### config.mk
export PLATFORM = sky130hd
export DESIGN_NAME = lsh_host_if
export DESIGN_NICKNAME = d
export VERILOG_FILES = /design/src/pkg/lsh_pkg.sv /design/src/design/lsh_conv.sv /design/src/design/lsh_host_if.sv
export SDC_FILE = /design/constraint.sdc
export NUM_CORES = 1
export LEC_CHECK = 0
export BUFFER_PORTS_ARGS = -buffer_cell sky130_fd_sc_hd__buf_2
export CAP_MARGIN = 10
export CORE_ASPECT_RATIO = 1.75
export CORE_UTILIZATION = 50
export DETAILED_ROUTE_END_ITERATION = 7
export PLACE_DENSITY = 0.78
export SYNTH_ARGS = -nofsm -noshare
export SYNTH_HDL_FRONTEND = slang
export SYNTH_HIERARCHICAL = 1
export SYNTH_SLANG_ARGS = --single-unit
### constraint.sdc
create_clock -name clk_i -period 3.1 [get_ports clk_i]
set_input_delay 0 -clock clk_i [delete_from_list [all_inputs] [get_ports clk_i]]
set_output_delay 0 -clock clk_i [all_outputs]
set_load 0.005 [all_outputs]
### src/pkg/lsh_pkg.sv
/*
 * Constants, register map and state type for the light sensor host
 * interface. Assumes a 250 MHz core clock; all times are in ns.
 */
package lsh_pkg;
  // ==========================================================
  // Register indices (low nibble of the command byte)
  localparam logic [3:0] REG_CTRL   = 4'h0;
  localparam logic [3:0] REG_TIMING = 4'h1;
  localparam logic [3:0] REG_THLO_L = 4'h2;
  localparam logic [3:0] REG_THLO_H = 4'h3;
  localparam logic [3:0] REG_THHI_L = 4'h4;
  localparam logic [3:0] REG_THHI_H = 4'h5;
  localparam logic [3:0] REG_INTC   = 4'h6;
  localparam logic [3:0] REG_ID     = 4'hA;
  localparam logic [3:0] REG_CH0L   = 4'hC;
  localparam logic [3:0] REG_CH0H   = 4'hD;
  localparam logic [3:0] REG_CH1L   = 4'hE;
  localparam logic [3:0] REG_CH1H   = 4'hF;
  // ==========================================================
  // Reset values and field positions
  localparam logic [1:0] CTRL_RST   = 2'h0;
  localparam logic [1:0] PWR_ON     = 2'h3;
  localparam logic [7:0] TIMING_RST = 8'h02;
  localparam logic [5:0] INTC_RST   = 6'h00;
  localparam logic [7:0] ID_VAL     = 8'h50; // Arbitrary value.
  localparam int CMD_BIT  = 7;
  localparam int CLR_BIT  = 6;
  localparam int WORD_BIT = 5;
  localparam int GAIN_BIT = 4;
  localparam int MAN_BIT  = 3;
  localparam logic [1:0] INTEG_MANUAL = 2'h3;
  localparam logic [1:0] STY_OFF   = 2'h0;
  localparam logic [1:0] STY_LEVEL = 2'h1;
  localparam logic [1:0] STY_TEST  = 2'h3;
  // ==========================================================
  // Bus addresses
  localparam logic [6:0] ADDR_LO  = 7'h29;
  localparam logic [6:0] ADDR_MID = 7'h39;
  localparam logic [6:0] ADDR_HI  = 7'h49;
  localparam logic [6:0] ADDR_ARA = 7'h0C;
  // ==========================================================
  // Integration times
  localparam int CLK_NS    = 4;
  localparam int T2_NS     = 402000000;
  localparam int T1_NS     = 101000000;
  localparam int T0_NS     = 13700000;
  localparam int CYC_T2    = T2_NS / CLK_NS;
  localparam int CYC_T1    = T1_NS / CLK_NS;
  localparam int CYC_T0    = T0_NS / CLK_NS;
  // ==========================================================
  // Bus slave states, Gray coded along the usual path
  typedef enum logic [2:0] {
    ST_IDLE = 3'h0,
    ST_ADDR = 3'h1,
    ST_AACK = 3'h3,
    ST_WR   = 3'h2,
    ST_WACK = 3'h6,
    ST_RD   = 3'h7,
    ST_RACK = 3'h5
  } lsh_st_e;
endpackage

### src/design/lsh_conv.sv
/*
 * Integration sequencer: free-running timed conversions or manual
 * integration, latching both channels together at each end.
 * Assumes the analog counts are stable on the core clock.
 */
`timescale 1ns/100ps
module lsh_conv #(
  parameter int P_CYC2 = lsh_pkg::CYC_T2,
  parameter int P_CYC1 = lsh_pkg::CYC_T1,
  parameter int P_CYC0 = lsh_pkg::CYC_T0
) (
  input  wire logic        clk_i,
  input  wire logic        rst_n_i,
  input  wire logic        power_i,
  input  wire logic [1:0]  integ_i,
  input  wire logic        manual_i,
  input  wire logic [15:0] adc_ch0_i,
  input  wire logic [15:0] adc_ch1_i,
  output logic      [15:0] ch0_o,
  output logic      [15:0] ch1_o,
  output logic             done_o,
  output logic             busy_o
);
  logic [31:0] cnt_q;
  logic [31:0] lim;
  logic        man_mode;
  logic        man_run;
  logic        auto_end;
  logic        man_end;
  logic        man_q;

  always_comb begin
    case (integ_i)
      2'h2:    lim = 32'(P_CYC2 - 1);
      2'h1:    lim = 32'(P_CYC1 - 1);
      default: lim = 32'(P_CYC0 - 1);
    endcase
  end

  assign man_mode = power_i && (integ_i == lsh_pkg::INTEG_MANUAL);
  assign man_run  = man_mode && manual_i;
  assign auto_end = power_i && !man_mode && (cnt_q >= lim);
  // manual stop
  // Only a run started in manual mode may end with a latch; leaving auto
  // mode drops the partial integration instead of publishing it.
  assign man_end  = man_q && man_mode && !manual_i;

  always_ff @(posedge clk_i or negedge rst_n_i) begin
    if (!rst_n_i) begin
      cnt_q <= 32'h0;
    end else if (!power_i || man_mode || auto_end) begin
      cnt_q <= 32'h0;
    end else begin
      cnt_q <= cnt_q + 32'h1;
    end
  end

  always_ff @(posedge clk_i or negedge rst_n_i) begin
    if (!rst_n_i) begin
      busy_o <= 1'b0;
      man_q  <= 1'b0;
    end else begin
      busy_o <= man_mode ? man_run : power_i;
      man_q  <= man_run;
    end
  end

  always_ff @(posedge clk_i or negedge rst_n_i) begin
    if (!rst_n_i) begin
      ch0_o  <= 16'h0000;
      ch1_o  <= 16'h0000;
      done_o <= 1'b0;
    end else begin
      done_o <= auto_end || man_end;
      if (auto_end || man_end) begin
        ch0_o <= adc_ch0_i;
        ch1_o <= adc_ch1_i;
      end
    end
  end
endmodule

### src/design/lsh_host_if.sv
/*
 * Light sensor host interface: two-wire bus slave, register file,
 * shadowed result readout and threshold/persistence interrupt.
 * Assumes scl, sda and the address strap arrive asynchronously and
 * that the bus wire is resolved outside from sda_oe_n_o.
 */
`timescale 1ns/100ps
module lsh_host_if #(
  parameter int P_CYC2 = lsh_pkg::CYC_T2,
  parameter int P_CYC1 = lsh_pkg::CYC_T1,
  parameter int P_CYC0 = lsh_pkg::CYC_T0
) (
  input  wire logic        clk_i,
  input  wire logic        rst_n_i,
  input  wire logic        scl_i,
  input  wire logic        sda_i,
  input  wire logic [1:0]  addr_sel_i,
  input  wire logic [15:0] adc_ch0_i,
  input  wire logic [15:0] adc_ch1_i,
  output logic             sda_o,
  output logic             sda_oe_n_o,
  output logic             int_n_o,
  output logic             gain_hi_o,
  output logic             integ_o
);
  // ==========================================================
  // Synchronisers and bus events
  logic [2:0] scl_s;
  logic [2:0] sda_s;
  logic [1:0] sel1_q;
  logic [1:0] sel2_q;
  logic scl_r, scl_f, start_w, stop_w, sda_w;

  always_ff @(posedge clk_i or negedge rst_n_i) begin
    if (!rst_n_i) begin
      scl_s  <= 3'h7;
      sda_s  <= 3'h7;
      sel1_q <= 2'h1;
      sel2_q <= 2'h1;
    end else begin
      scl_s  <= {scl_s[1:0], scl_i};
      sda_s  <= {sda_s[1:0], sda_i};
      sel1_q <= addr_sel_i;
      sel2_q <= sel1_q;
    end
  end

  assign sda_w   = sda_s[1];
  assign scl_r   = scl_s[1] && !scl_s[2];
  assign scl_f   = !scl_s[1] && scl_s[2];
  assign start_w = scl_s[1] && scl_s[2] && !sda_s[1] && sda_s[2];
  assign stop_w  = scl_s[1] && scl_s[2] && sda_s[1] && !sda_s[2];

  // ==========================================================
  // Registers and conversion
  logic [1:0]  ctrl_q;
  logic [7:0]  tim_q;
  logic [15:0] thlo_q;
  logic [15:0] thhi_q;
  logic [5:0]  intc_q;
  logic [7:0]  sh0_q;
  logic [7:0]  sh1_q;
  logic [3:0]  pcnt_q;
  logic        irq_q;
  logic [15:0] ch0_w;
  logic [15:0] ch1_w;
  logic        done_w;
  logic        busy_w;
  logic        pwr;
  logic [1:0]  style;
  logic [6:0]  own;

  lsh_conv #(
    .P_CYC2 (P_CYC2),
    .P_CYC1 (P_CYC1),
    .P_CYC0 (P_CYC0)
  ) u_conv (
    .clk_i     (clk_i),
    .rst_n_i   (rst_n_i),
    .power_i   (pwr),
    .integ_i   (tim_q[1:0]),
    .manual_i  (tim_q[lsh_pkg::MAN_BIT]),
    .adc_ch0_i (adc_ch0_i),
    .adc_ch1_i (adc_ch1_i),
    .ch0_o     (ch0_w),
    .ch1_o     (ch1_w),
    .done_o    (done_w),
    .busy_o    (busy_w)
  );

  assign pwr   = (ctrl_q == lsh_pkg::PWR_ON);
  assign style = intc_q[5:4];

  always_comb begin
    case (sel2_q)
      2'h0:    own = lsh_pkg::ADDR_LO;
      2'h1:    own = lsh_pkg::ADDR_MID;
      default: own = lsh_pkg::ADDR_HI;
    endcase
  end

  // ==========================================================
  // Bus slave
  lsh_pkg::lsh_st_e st_q;
  logic [2:0] bitc_q;
  logic [7:0] sh_q;
  logic [3:0] ptr_q;
  logic       rw_q, ara_q, word_q, first_q, ackon_q, ack_q, pull_q;
  logic [7:0] byte_w;
  logic [7:0] rd_mux;
  logic [7:0] tx_w;
  logic       match_w, ara_hit, wr_fire, cmd_fire, load_fire;
  logic       ara_won, byte_end;

  assign byte_w   = {sh_q[6:0], sda_w};
  assign byte_end = scl_r && (bitc_q == 3'h7);
  assign match_w  = (sh_q[6:0] == own);
  assign ara_hit  = (sh_q[6:0] == lsh_pkg::ADDR_ARA) && sda_w
                    && irq_q && style[1];
  assign wr_fire  = (st_q == lsh_pkg::ST_WR) && byte_end && !first_q;
  assign cmd_fire = (st_q == lsh_pkg::ST_WR) && byte_end && first_q
                    && byte_w[lsh_pkg::CMD_BIT];
  assign load_fire = scl_f && (((st_q == lsh_pkg::ST_AACK) && ackon_q
                    && rw_q) || ((st_q == lsh_pkg::ST_RACK) && ack_q));
  assign ara_won  = (st_q == lsh_pkg::ST_RD) && scl_f
                    && (bitc_q == 3'h7) && ara_q;
  assign tx_w     = ara_q ? {own, 1'b0} : rd_mux;

  always_comb begin
    case (ptr_q)
      lsh_pkg::REG_CTRL:   rd_mux = {6'h00, ctrl_q};
      lsh_pkg::REG_TIMING: rd_mux = tim_q;
      lsh_pkg::REG_THLO_L: rd_mux = thlo_q[7:0];
      lsh_pkg::REG_THLO_H: rd_mux = thlo_q[15:8];
      lsh_pkg::REG_THHI_L: rd_mux = thhi_q[7:0];
      lsh_pkg::REG_THHI_H: rd_mux = thhi_q[15:8];
      lsh_pkg::REG_INTC:   rd_mux = {2'h0, intc_q};
      lsh_pkg::REG_ID:     rd_mux = lsh_pkg::ID_VAL;
      lsh_pkg::REG_CH0L:   rd_mux = ch0_w[7:0];
      lsh_pkg::REG_CH0H:   rd_mux = sh0_q;
      lsh_pkg::REG_CH1L:   rd_mux = ch1_w[7:0];
      lsh_pkg::REG_CH1H:   rd_mux = sh1_q;
      default:             rd_mux = 8'h00;
    endcase
  end

  always_ff @(posedge clk_i or negedge rst_n_i) begin
    if (!rst_n_i) begin
      st_q    <= lsh_pkg::ST_IDLE;
      bitc_q  <= 3'h0;
      sh_q    <= 8'h00;
      ptr_q   <= 4'h0;
      rw_q    <= 1'b0;
      ara_q   <= 1'b0;
      word_q  <= 1'b0;
      first_q <= 1'b0;
      ackon_q <= 1'b0;
      ack_q   <= 1'b0;
      pull_q  <= 1'b0;
    end else if (start_w) begin
      st_q    <= lsh_pkg::ST_ADDR;
      bitc_q  <= 3'h0;
      ackon_q <= 1'b0;
      pull_q  <= 1'b0;
    end else if (stop_w) begin
      st_q   <= lsh_pkg::ST_IDLE;
      pull_q <= 1'b0;
    end else begin
      case (st_q)
        lsh_pkg::ST_ADDR, lsh_pkg::ST_WR: begin
          if (scl_r) begin
            sh_q   <= byte_w;
            bitc_q <= bitc_q + 3'h1;
          end
          if (byte_end && st_q == lsh_pkg::ST_ADDR) begin
            rw_q  <= sda_w;
            ara_q <= ara_hit;
            st_q  <= (match_w || ara_hit) ? lsh_pkg::ST_AACK
                                          : lsh_pkg::ST_IDLE;
          end else if (byte_end) begin
            st_q    <= lsh_pkg::ST_WACK;
            first_q <= 1'b0;
            if (cmd_fire) begin
              ptr_q  <= byte_w[3:0];
              word_q <= byte_w[lsh_pkg::WORD_BIT];
            end else if (!first_q && word_q) begin
              ptr_q <= ptr_q + 4'h1;
            end
          end
        end
        lsh_pkg::ST_AACK, lsh_pkg::ST_WACK: begin
          if (scl_f && !ackon_q) begin
            pull_q  <= 1'b1;
            ackon_q <= 1'b1;
          end else if (scl_f) begin
            ackon_q <= 1'b0;
            bitc_q  <= 3'h0;
            if (load_fire) begin
              sh_q   <= tx_w;
              pull_q <= !tx_w[7];
              st_q   <= lsh_pkg::ST_RD;
            end else begin
              pull_q <= 1'b0;
              st_q   <= lsh_pkg::ST_WR;
              if (st_q == lsh_pkg::ST_AACK) begin
                first_q <= 1'b1;
              end
            end
          end
        end
        lsh_pkg::ST_RD: begin
          if (scl_r && !pull_q && !sda_w) begin
            st_q <= lsh_pkg::ST_IDLE;
          end else if (scl_f && bitc_q == 3'h7) begin
            pull_q <= 1'b0;
            st_q   <= lsh_pkg::ST_RACK;
            if (word_q && !ara_q) begin
              ptr_q <= ptr_q + 4'h1;
            end
          end else if (scl_f) begin
            pull_q <= !sh_q[6];
            sh_q   <= {sh_q[6:0], 1'b0};
            bitc_q <= bitc_q + 3'h1;
          end
        end
        lsh_pkg::ST_RACK: begin
          if (scl_r) begin
            ack_q <= !sda_w;
          end else if (load_fire) begin
            sh_q   <= tx_w;
            pull_q <= !tx_w[7];
            bitc_q <= 3'h0;
            st_q   <= lsh_pkg::ST_RD;
          end else if (scl_f) begin
            st_q <= lsh_pkg::ST_IDLE;
          end
        end
        default: st_q <= lsh_pkg::ST_IDLE;
      endcase
    end
  end

  // ==========================================================
  // Register writes
  // reset defaults
  always_ff @(posedge clk_i or negedge rst_n_i) begin
    if (!rst_n_i) begin
      ctrl_q <= lsh_pkg::CTRL_RST;
      tim_q  <= lsh_pkg::TIMING_RST;
      thlo_q <= 16'h0000;
      thhi_q <= 16'h0000;
      intc_q <= lsh_pkg::INTC_RST;
    end else if (wr_fire) begin
      case (ptr_q)
        lsh_pkg::REG_CTRL:   ctrl_q <= byte_w[1:0];
        lsh_pkg::REG_TIMING: tim_q <= byte_w;
        lsh_pkg::REG_THLO_L: thlo_q[7:0] <= byte_w;
        lsh_pkg::REG_THLO_H: thlo_q[15:8] <= byte_w;
        lsh_pkg::REG_THHI_L: thhi_q[7:0] <= byte_w;
        lsh_pkg::REG_THHI_H: thhi_q[15:8] <= byte_w;
        lsh_pkg::REG_INTC:   intc_q <= byte_w[5:0];
        default:             ctrl_q <= ctrl_q;
      endcase
    end
  end

  always_ff @(posedge clk_i or negedge rst_n_i) begin
    if (!rst_n_i) begin
      sh0_q <= 8'h00;
      sh1_q <= 8'h00;
    end else if (load_fire && !ara_q) begin
      if (ptr_q == lsh_pkg::REG_CH0L) begin
        sh0_q <= ch0_w[15:8];
      end
      if (ptr_q == lsh_pkg::REG_CH1L) begin
        sh1_q <= ch1_w[15:8];
      end
    end
  end

  // ==========================================================
  // Interrupt
  logic       out_w, hit_w, set_w, clr_w, test_w;
  logic [4:0] pnxt;
  assign out_w  = (ch0_w < thlo_q) || (ch0_w > thhi_q);
  assign pnxt   = {1'b0, pcnt_q} + 5'h01;
  assign hit_w  = out_w && (pnxt >= {1'b0, intc_q[3:0]});
  assign test_w = wr_fire && (ptr_q == lsh_pkg::REG_INTC)
                  && (byte_w[5:4] == lsh_pkg::STY_TEST);
  assign set_w  = (done_w && (style != lsh_pkg::STY_OFF)
                  && ((intc_q[3:0] == 4'h0) || hit_w)) || test_w;
  assign clr_w  = (cmd_fire && byte_w[lsh_pkg::CLR_BIT]
                  && style == lsh_pkg::STY_LEVEL) || ara_won;

  always_ff @(posedge clk_i or negedge rst_n_i) begin
    if (!rst_n_i) begin
      pcnt_q <= 4'h0;
    end else if (done_w) begin
      pcnt_q <= !out_w ? 4'h0 : (pnxt[4] ? 4'hF : pnxt[3:0]);
    end
  end

  always_ff @(posedge clk_i or negedge rst_n_i) begin
    if (!rst_n_i) begin
      irq_q <= 1'b0;
    end else if (set_w) begin
      irq_q <= 1'b1;
    end else if (clr_w) begin
      irq_q <= 1'b0;
    end
  end

  // ==========================================================
  // Outputs
  // output disable
  always_ff @(posedge clk_i or negedge rst_n_i) begin
    if (!rst_n_i) begin
      sda_o      <= 1'b1;
      sda_oe_n_o <= 1'b1;
      int_n_o    <= 1'b1;
      gain_hi_o  <= 1'b0;
      integ_o    <= 1'b0;
    end else begin
      sda_o      <= !pull_q;
      sda_oe_n_o <= !pull_q;
      int_n_o    <= !(irq_q && style != lsh_pkg::STY_OFF);
      gain_hi_o  <= tim_q[lsh_pkg::GAIN_BIT];
      integ_o    <= busy_w;
    end
  end
endmodule

Word level (Yosys, flattened, before mapping):

Index checks and enable logic that the tools add are counted.

* bits in registers: 175
* input bits: 38
* output and inout bits: 5
* word-level logic and storage cells: 281

* add/sub/neg operators: 4
* $lt $le $gt $ge: 4
* equality and inequality tests: 60
* multiplexer cells: 74
* bitwise gates (word level): 3
* reductions and logical operators: 100

Operator list (count)
* $pmux 8 s12: 1
* $mux 8: 9
* $mux 3: 21
* $pmux 27 s2: 1
* $logic_and 1x1->1: 44
* $mux 4: 9
* $add 32x1->32 const B: 1
* $ge 32x27->1: 1
* $mux 32: 1
* $pmux 8 s4: 1
* $ne 3x3->1 const B: 9
* $mux 1: 24
* $ne 2x2->1 const B: 12
* $pmux 3 s4: 2
* $eq 4x4->1 const B: 5
* $ne 4x4->1 const B: 5
* $reduce_and 10->1: 2
* $reduce_and 2->1: 9
* $reduce_and 6->1: 3
* $reduce_and 9->1: 2
* $gt 16x16->1: 1
* $lt 16x16->1: 1
* $ne 5x5->1 const B: 3
* $logic_not 1->1: 14
* other kinds (33): 64

Depth between registers and ports, before layout:

* word-level depth: 11
* mapped depth: 13
* gate-level depth less buffers: 11

Cells and area by module:

The synthesis kept the hierarchy.

By module, submodules not included
* lsh_host_if: instances 1, cells an instance 642, area each 6531.3 µm², sequential area each 2691.3 µm²
* lsh_conv: instances 1, cells an instance 285, area each 3403.3 µm², sequential area each 1676.6 µm²

Worst setup path after synthesis:

No wires, ideal clock.

* path type: reg2reg
* start: reg tim_q[1]
* end: reg u_conv.ch0_o[0]
* setup time: 0.125 ns
* arrival time: 2.559 ns
* required time: 2.975 ns
* path slack: 0.416 ns
* stages on the path, launching flop included: 12
* path buffers: 1
* clock period less this slack: 2.684 ns
* cells stage by stage: dfstp_2 -> ha_1 -> inv_1 -> ha_1 -> inv_1 -> o31ai_1 -> o21ai_0 -> o31a_1 -> a31o_4 -> nand2_8 -> buf_12 -> mux2_4

* longest elaborated chain between the ends: 6
* elaborated cells on any way between the ends: 12
* classes of those cells: 1 x order compare; 3 x eq/ne; 1 x mux; 7 x reduce/logical

Ends and longest elaborated chain
* start, declared: line lsh_host_if.sv:57 `logic [7:0] tim_q;`
* start signal, assigned: line lsh_host_if.sv:249 `tim_q <= lsh_pkg::TIMING_RST;`
* start signal, assigned: line lsh_host_if.sv:256 `lsh_pkg::REG_TIMING: tim_q <= byte_w;`
* parallel branches: the longest is 5 deep, another holds $ge 32x27->1
* $logic_or 1x1->1 *: line lsh_conv.sv:75 `if (auto_end || man_end) begin`
* end signal, assigned: line lsh_conv.sv:76 `ch0_o <= adc_ch0_i;`
* end, declared: line lsh_conv.sv:19 `output logic [15:0] ch0_o,`

Mark *: on every way between the ends.
A chain may end at the register's enable or synchronous reset.

Worst setup path in the final report:

* start: reg tim_q[1]
* end: reg u_conv.ch0_o[15]

Same word-level chain as after synthesis.

==> out/results.ini <==
[setup_path]
start_kind=flip-flop
worstSetupEndpointType=flip-flop
cp_max_fo=18
crit_chain=ha_1 > inv_1 > ha_1 > inv_1 > o31ai_1 > o21ai_0 > o31a_1 > a31o_4 > nand2_8 > buf_12 > mux2_2
max_stage_delay_ns=0.58
cp_data_arrival_time_ns=3.26
cp.required_ns=3.43
crit_slowest_cell=dfstp_2
setup.worst_path.class=reg2reg

[power]
p_int_mw=3.81
vdd_drop_max_v=0.000332
switching_share_pct=24.2
power.switching_mw=1.22
power_per_cell_area_nw_per_um2=441
leakage_nw=5.19
p_seq_share_pct=48.6
power_mw=5.03
pwr-share-clk_pct=46.2
p_comb_share_pct=5.2

[synthesis]
async_flop_share_pct=100
synth_flop_cell=dfrtp_1
yosysWarnings=6
ys_seq_elements=174
syn_area_um2=9930
synth_cells=927
synth.yosys.seq_area_share_pct=44.0
synth_edf_count=0
ys_types=86
synth.avg_cell_area_um2=10.7

[timing]
max_freq_mhz=342
setup_ws_ns=0.174
fin_worst_skew_ns=0.0138
relSlewSlack_pct=39.9
hold_ws_ns=0.0658
worst_pin_slew_ns=0.892
fin_setup_tns_ns=0
report.final.slew_viol_count=0
min_period_ns=2.93
setup_viol_count_final=0
hold_violations=0
rsz0062_at_grt=no
min_period_over_period_pct=94.4

[placed_design]
dp_slack_ns=0.206
placed_cells=1189
gp_congestion=0.972
placement.cell_area_um2=10400
port_buffers=42
hpwl_um=19600

[cells_and_area]
finalNonFillerCells=1258
layout-drive-gt1-share_pct=22.4
seqCellArea_um2=4370
syn_to_final_growth_pct=14.6
fillCellCount=1621
multiInputGateArea_um2=5070
antenna_cells=0
fin_nets=1097
fin_area_um2=11400
fin_util_pct=59.1

[floorplanning]
start_util_pct=51.5
die_area_um2=20500
die_y_um=188
pin_count=43
num_rows=67
core-area_um2=19300
dieWidth_um=109

[route]
wl_met3_um=1100
m1WireLength_um=9620
route.top_layer_used=met4
first_pass_iters=7
ant_nets=0
drtIter0Drc=551
vias=7697
dr_wl_met2_um=14600
drc=0
vias_per_cell=6.12
drt-wirelength-per-cell_um=21.6
wl_um=27100

[clock_network]
clk_pin_slew_ns=0.07
clkLatencyLatePin_ns=0.45
cts_root_buffer=clkbuf_16
cts_sinks=174
cts_buffers=17
post_cts_resized=0
cts.htree.levels=4
cts_buffer_depth=2
cts_tree=built

[grt]
grt_pass1_wl_um=42700
grt_usage_pct=28.3
grt_pass1_vias=7923
antenna_found_initial=0
grt-ovfl-total=0
grt_max_degree=79

[status]
status=finished, final reports clean

[job]
cap_violations=0

[worst_hold_path]
hp-class=in2async

## power groups by stage
| stage | logic (mW) | clock network (mW) | registers (mW) |
|---|---|---|---|
| 6_report | 0.262 | 2.32 | 2.44 |
| 3_3_place_gp | 0.224 | 0 | 2.47 |
| 2_1_floorplan | 0.170 | 0 | 2.39 |
| 4_1_cts | 0.265 | 2.36 | 2.43 |
| 5_1_grt | 0.296 | 2.44 | 2.44 |
| 3_5_place_dp | 0.229 | 0 | 2.47 |
## cells in the mapped netlist, types with 8 or more instances
library cell	n	area share [%]
o22ai_1	8	0.50
nand2b_1	11	0.69
nand4_1	13	0.82
o21ai_0	38	1.9
nand3_1	20	1.0
inv_1	63	2.4
xnor2_1	12	1.1
clkbuf_1	21	0.79
a211oi_1	8	0.60
a221oi_1	8	0.71
a22oi_1	16	1.2
a21oi_1	39	2.0
mux2_4	29	4.4
ha_1	55	6.9
a31oi_1	10	0.63
dfstp_2	11	2.9
nand2_1	64	2.4
mux2_2	67	7.6
a22o_1	9	0.79
buf_2	11	0.55
nor2_1	52	2.0
and3_1	11	0.69
xor2_1	23	2.0
mux2i_1	12	1.2
dfrtp_1	163	41
nor3_1	11	0.55
a21o_1	9	0.68
nand2_2	9	0.57
## registers in the layout, indices dropped and copies added, names as in the netlist, 6 cells and up
name	cells
u_conv/ch1_o	16
sh_q	7
tim_q	8
thhi_q	16
intc_q	6
u_conv/cnt_q	32
thlo_q	16
u_conv/ch0_o	16
sh1_q	8
sh0_q	8
## routing by layer
| layer | GRT usage (%) | up-vias |
|---|---|---|
| li1 | - | 3512 |
| met1 | 29.6 | 3821 |
| met2 | 50.4 | 258 |
| met3 | 5.29 | 106 |
| met4 | 18.4 | 0 |
| met5 | 0 | - |
## repair_timing
item	4_1_cts	5_1_grt
hold buffers	37	0
endpoints found under the hold margin	121	0
setup buffers	0	0
setup endpoints to repair	0	0
## logic make-up (layout without fill, tap and decap cells)
family | count (synthesis) | in the layout | share of synthesized area [%]
muxes | 111 | 111 | 13.5
DFF | 174 | 174 | 44.0
and+or+nand+nor | 242 | 242 | 13.1
xor gates and xnor gates | 35 | 35 | 3.09
buffers and inverters | 108 | 195 | 5.13
other | 1 | 4 | 0.0377
adders and majority gates | 55 | 55 | 6.93
AOI/OAI and AO/OA | 201 | 201 | 14.2
## final timing paths
| path | start | end | slack (ns) | cells after the start |
|---|---|---|---|---|
| hold reg to reg | u_conv/busy_o | integ_o | 0.35 | 0 |
| hold / removal | rst_n_i | pcnt_q[0] | 0.07 | 2 |
| min in group clk_i | sda_i | sda_s[0] | 0.19 | 2 |
| setup reg to reg | tim_q[1] | u_conv/ch0_o[15] | 0.17 | 11 |
| max in group asynchronous | rst_n_i | u_conv/cnt_q[30] | 2.03 | 3 |
| setup / recovery | tim_q[1] | u_conv/ch0_o[15] | 0.17 | 11 |
## layout make-up
cell class	count	share of cell area [%]
Multi-Input combinational cell	648	44.5
Tap cell	241	2.65
Sequential cell	174	38.4
Inverter	63	2.08
Timing Repair Buffer	100	6.87
Clock buffer	17	3.74
Clock inverter	15	1.81
## layout by cell type (no fill, tap or decap), drive strengths merged, types with 16 or more instances in the layout
master | synthesis | final
xor2 | 23 | 23
buf | 24 | 63
dlygate4sd3 | 0 | 37
mux2 | 99 | 99
ha | 55 | 55
clkbuf | 21 | 17
dfrtp | 163 | 163
a22oi | 16 | 16
o21ai | 43 | 43
nand3 | 20 | 20
nand2 | 74 | 74
a21oi | 39 | 39
nor2 | 54 | 54
inv | 63 | 68
## worst max-delay path, delay by kind of cell (launching register included)
family / cells / cell delay (ns)
multiplexers: 1 / 0.36
AND/OR/NAND/NOR: 1 / 0.09
adder cells (fa/ha/maj): 2 / 0.54
flip-flops: 1 / 0.58
buffers and inverters: 3 / 0.36
AO/OA/AOI/OAI: 4 / 0.87
Power figures use the tool's default switching activity.
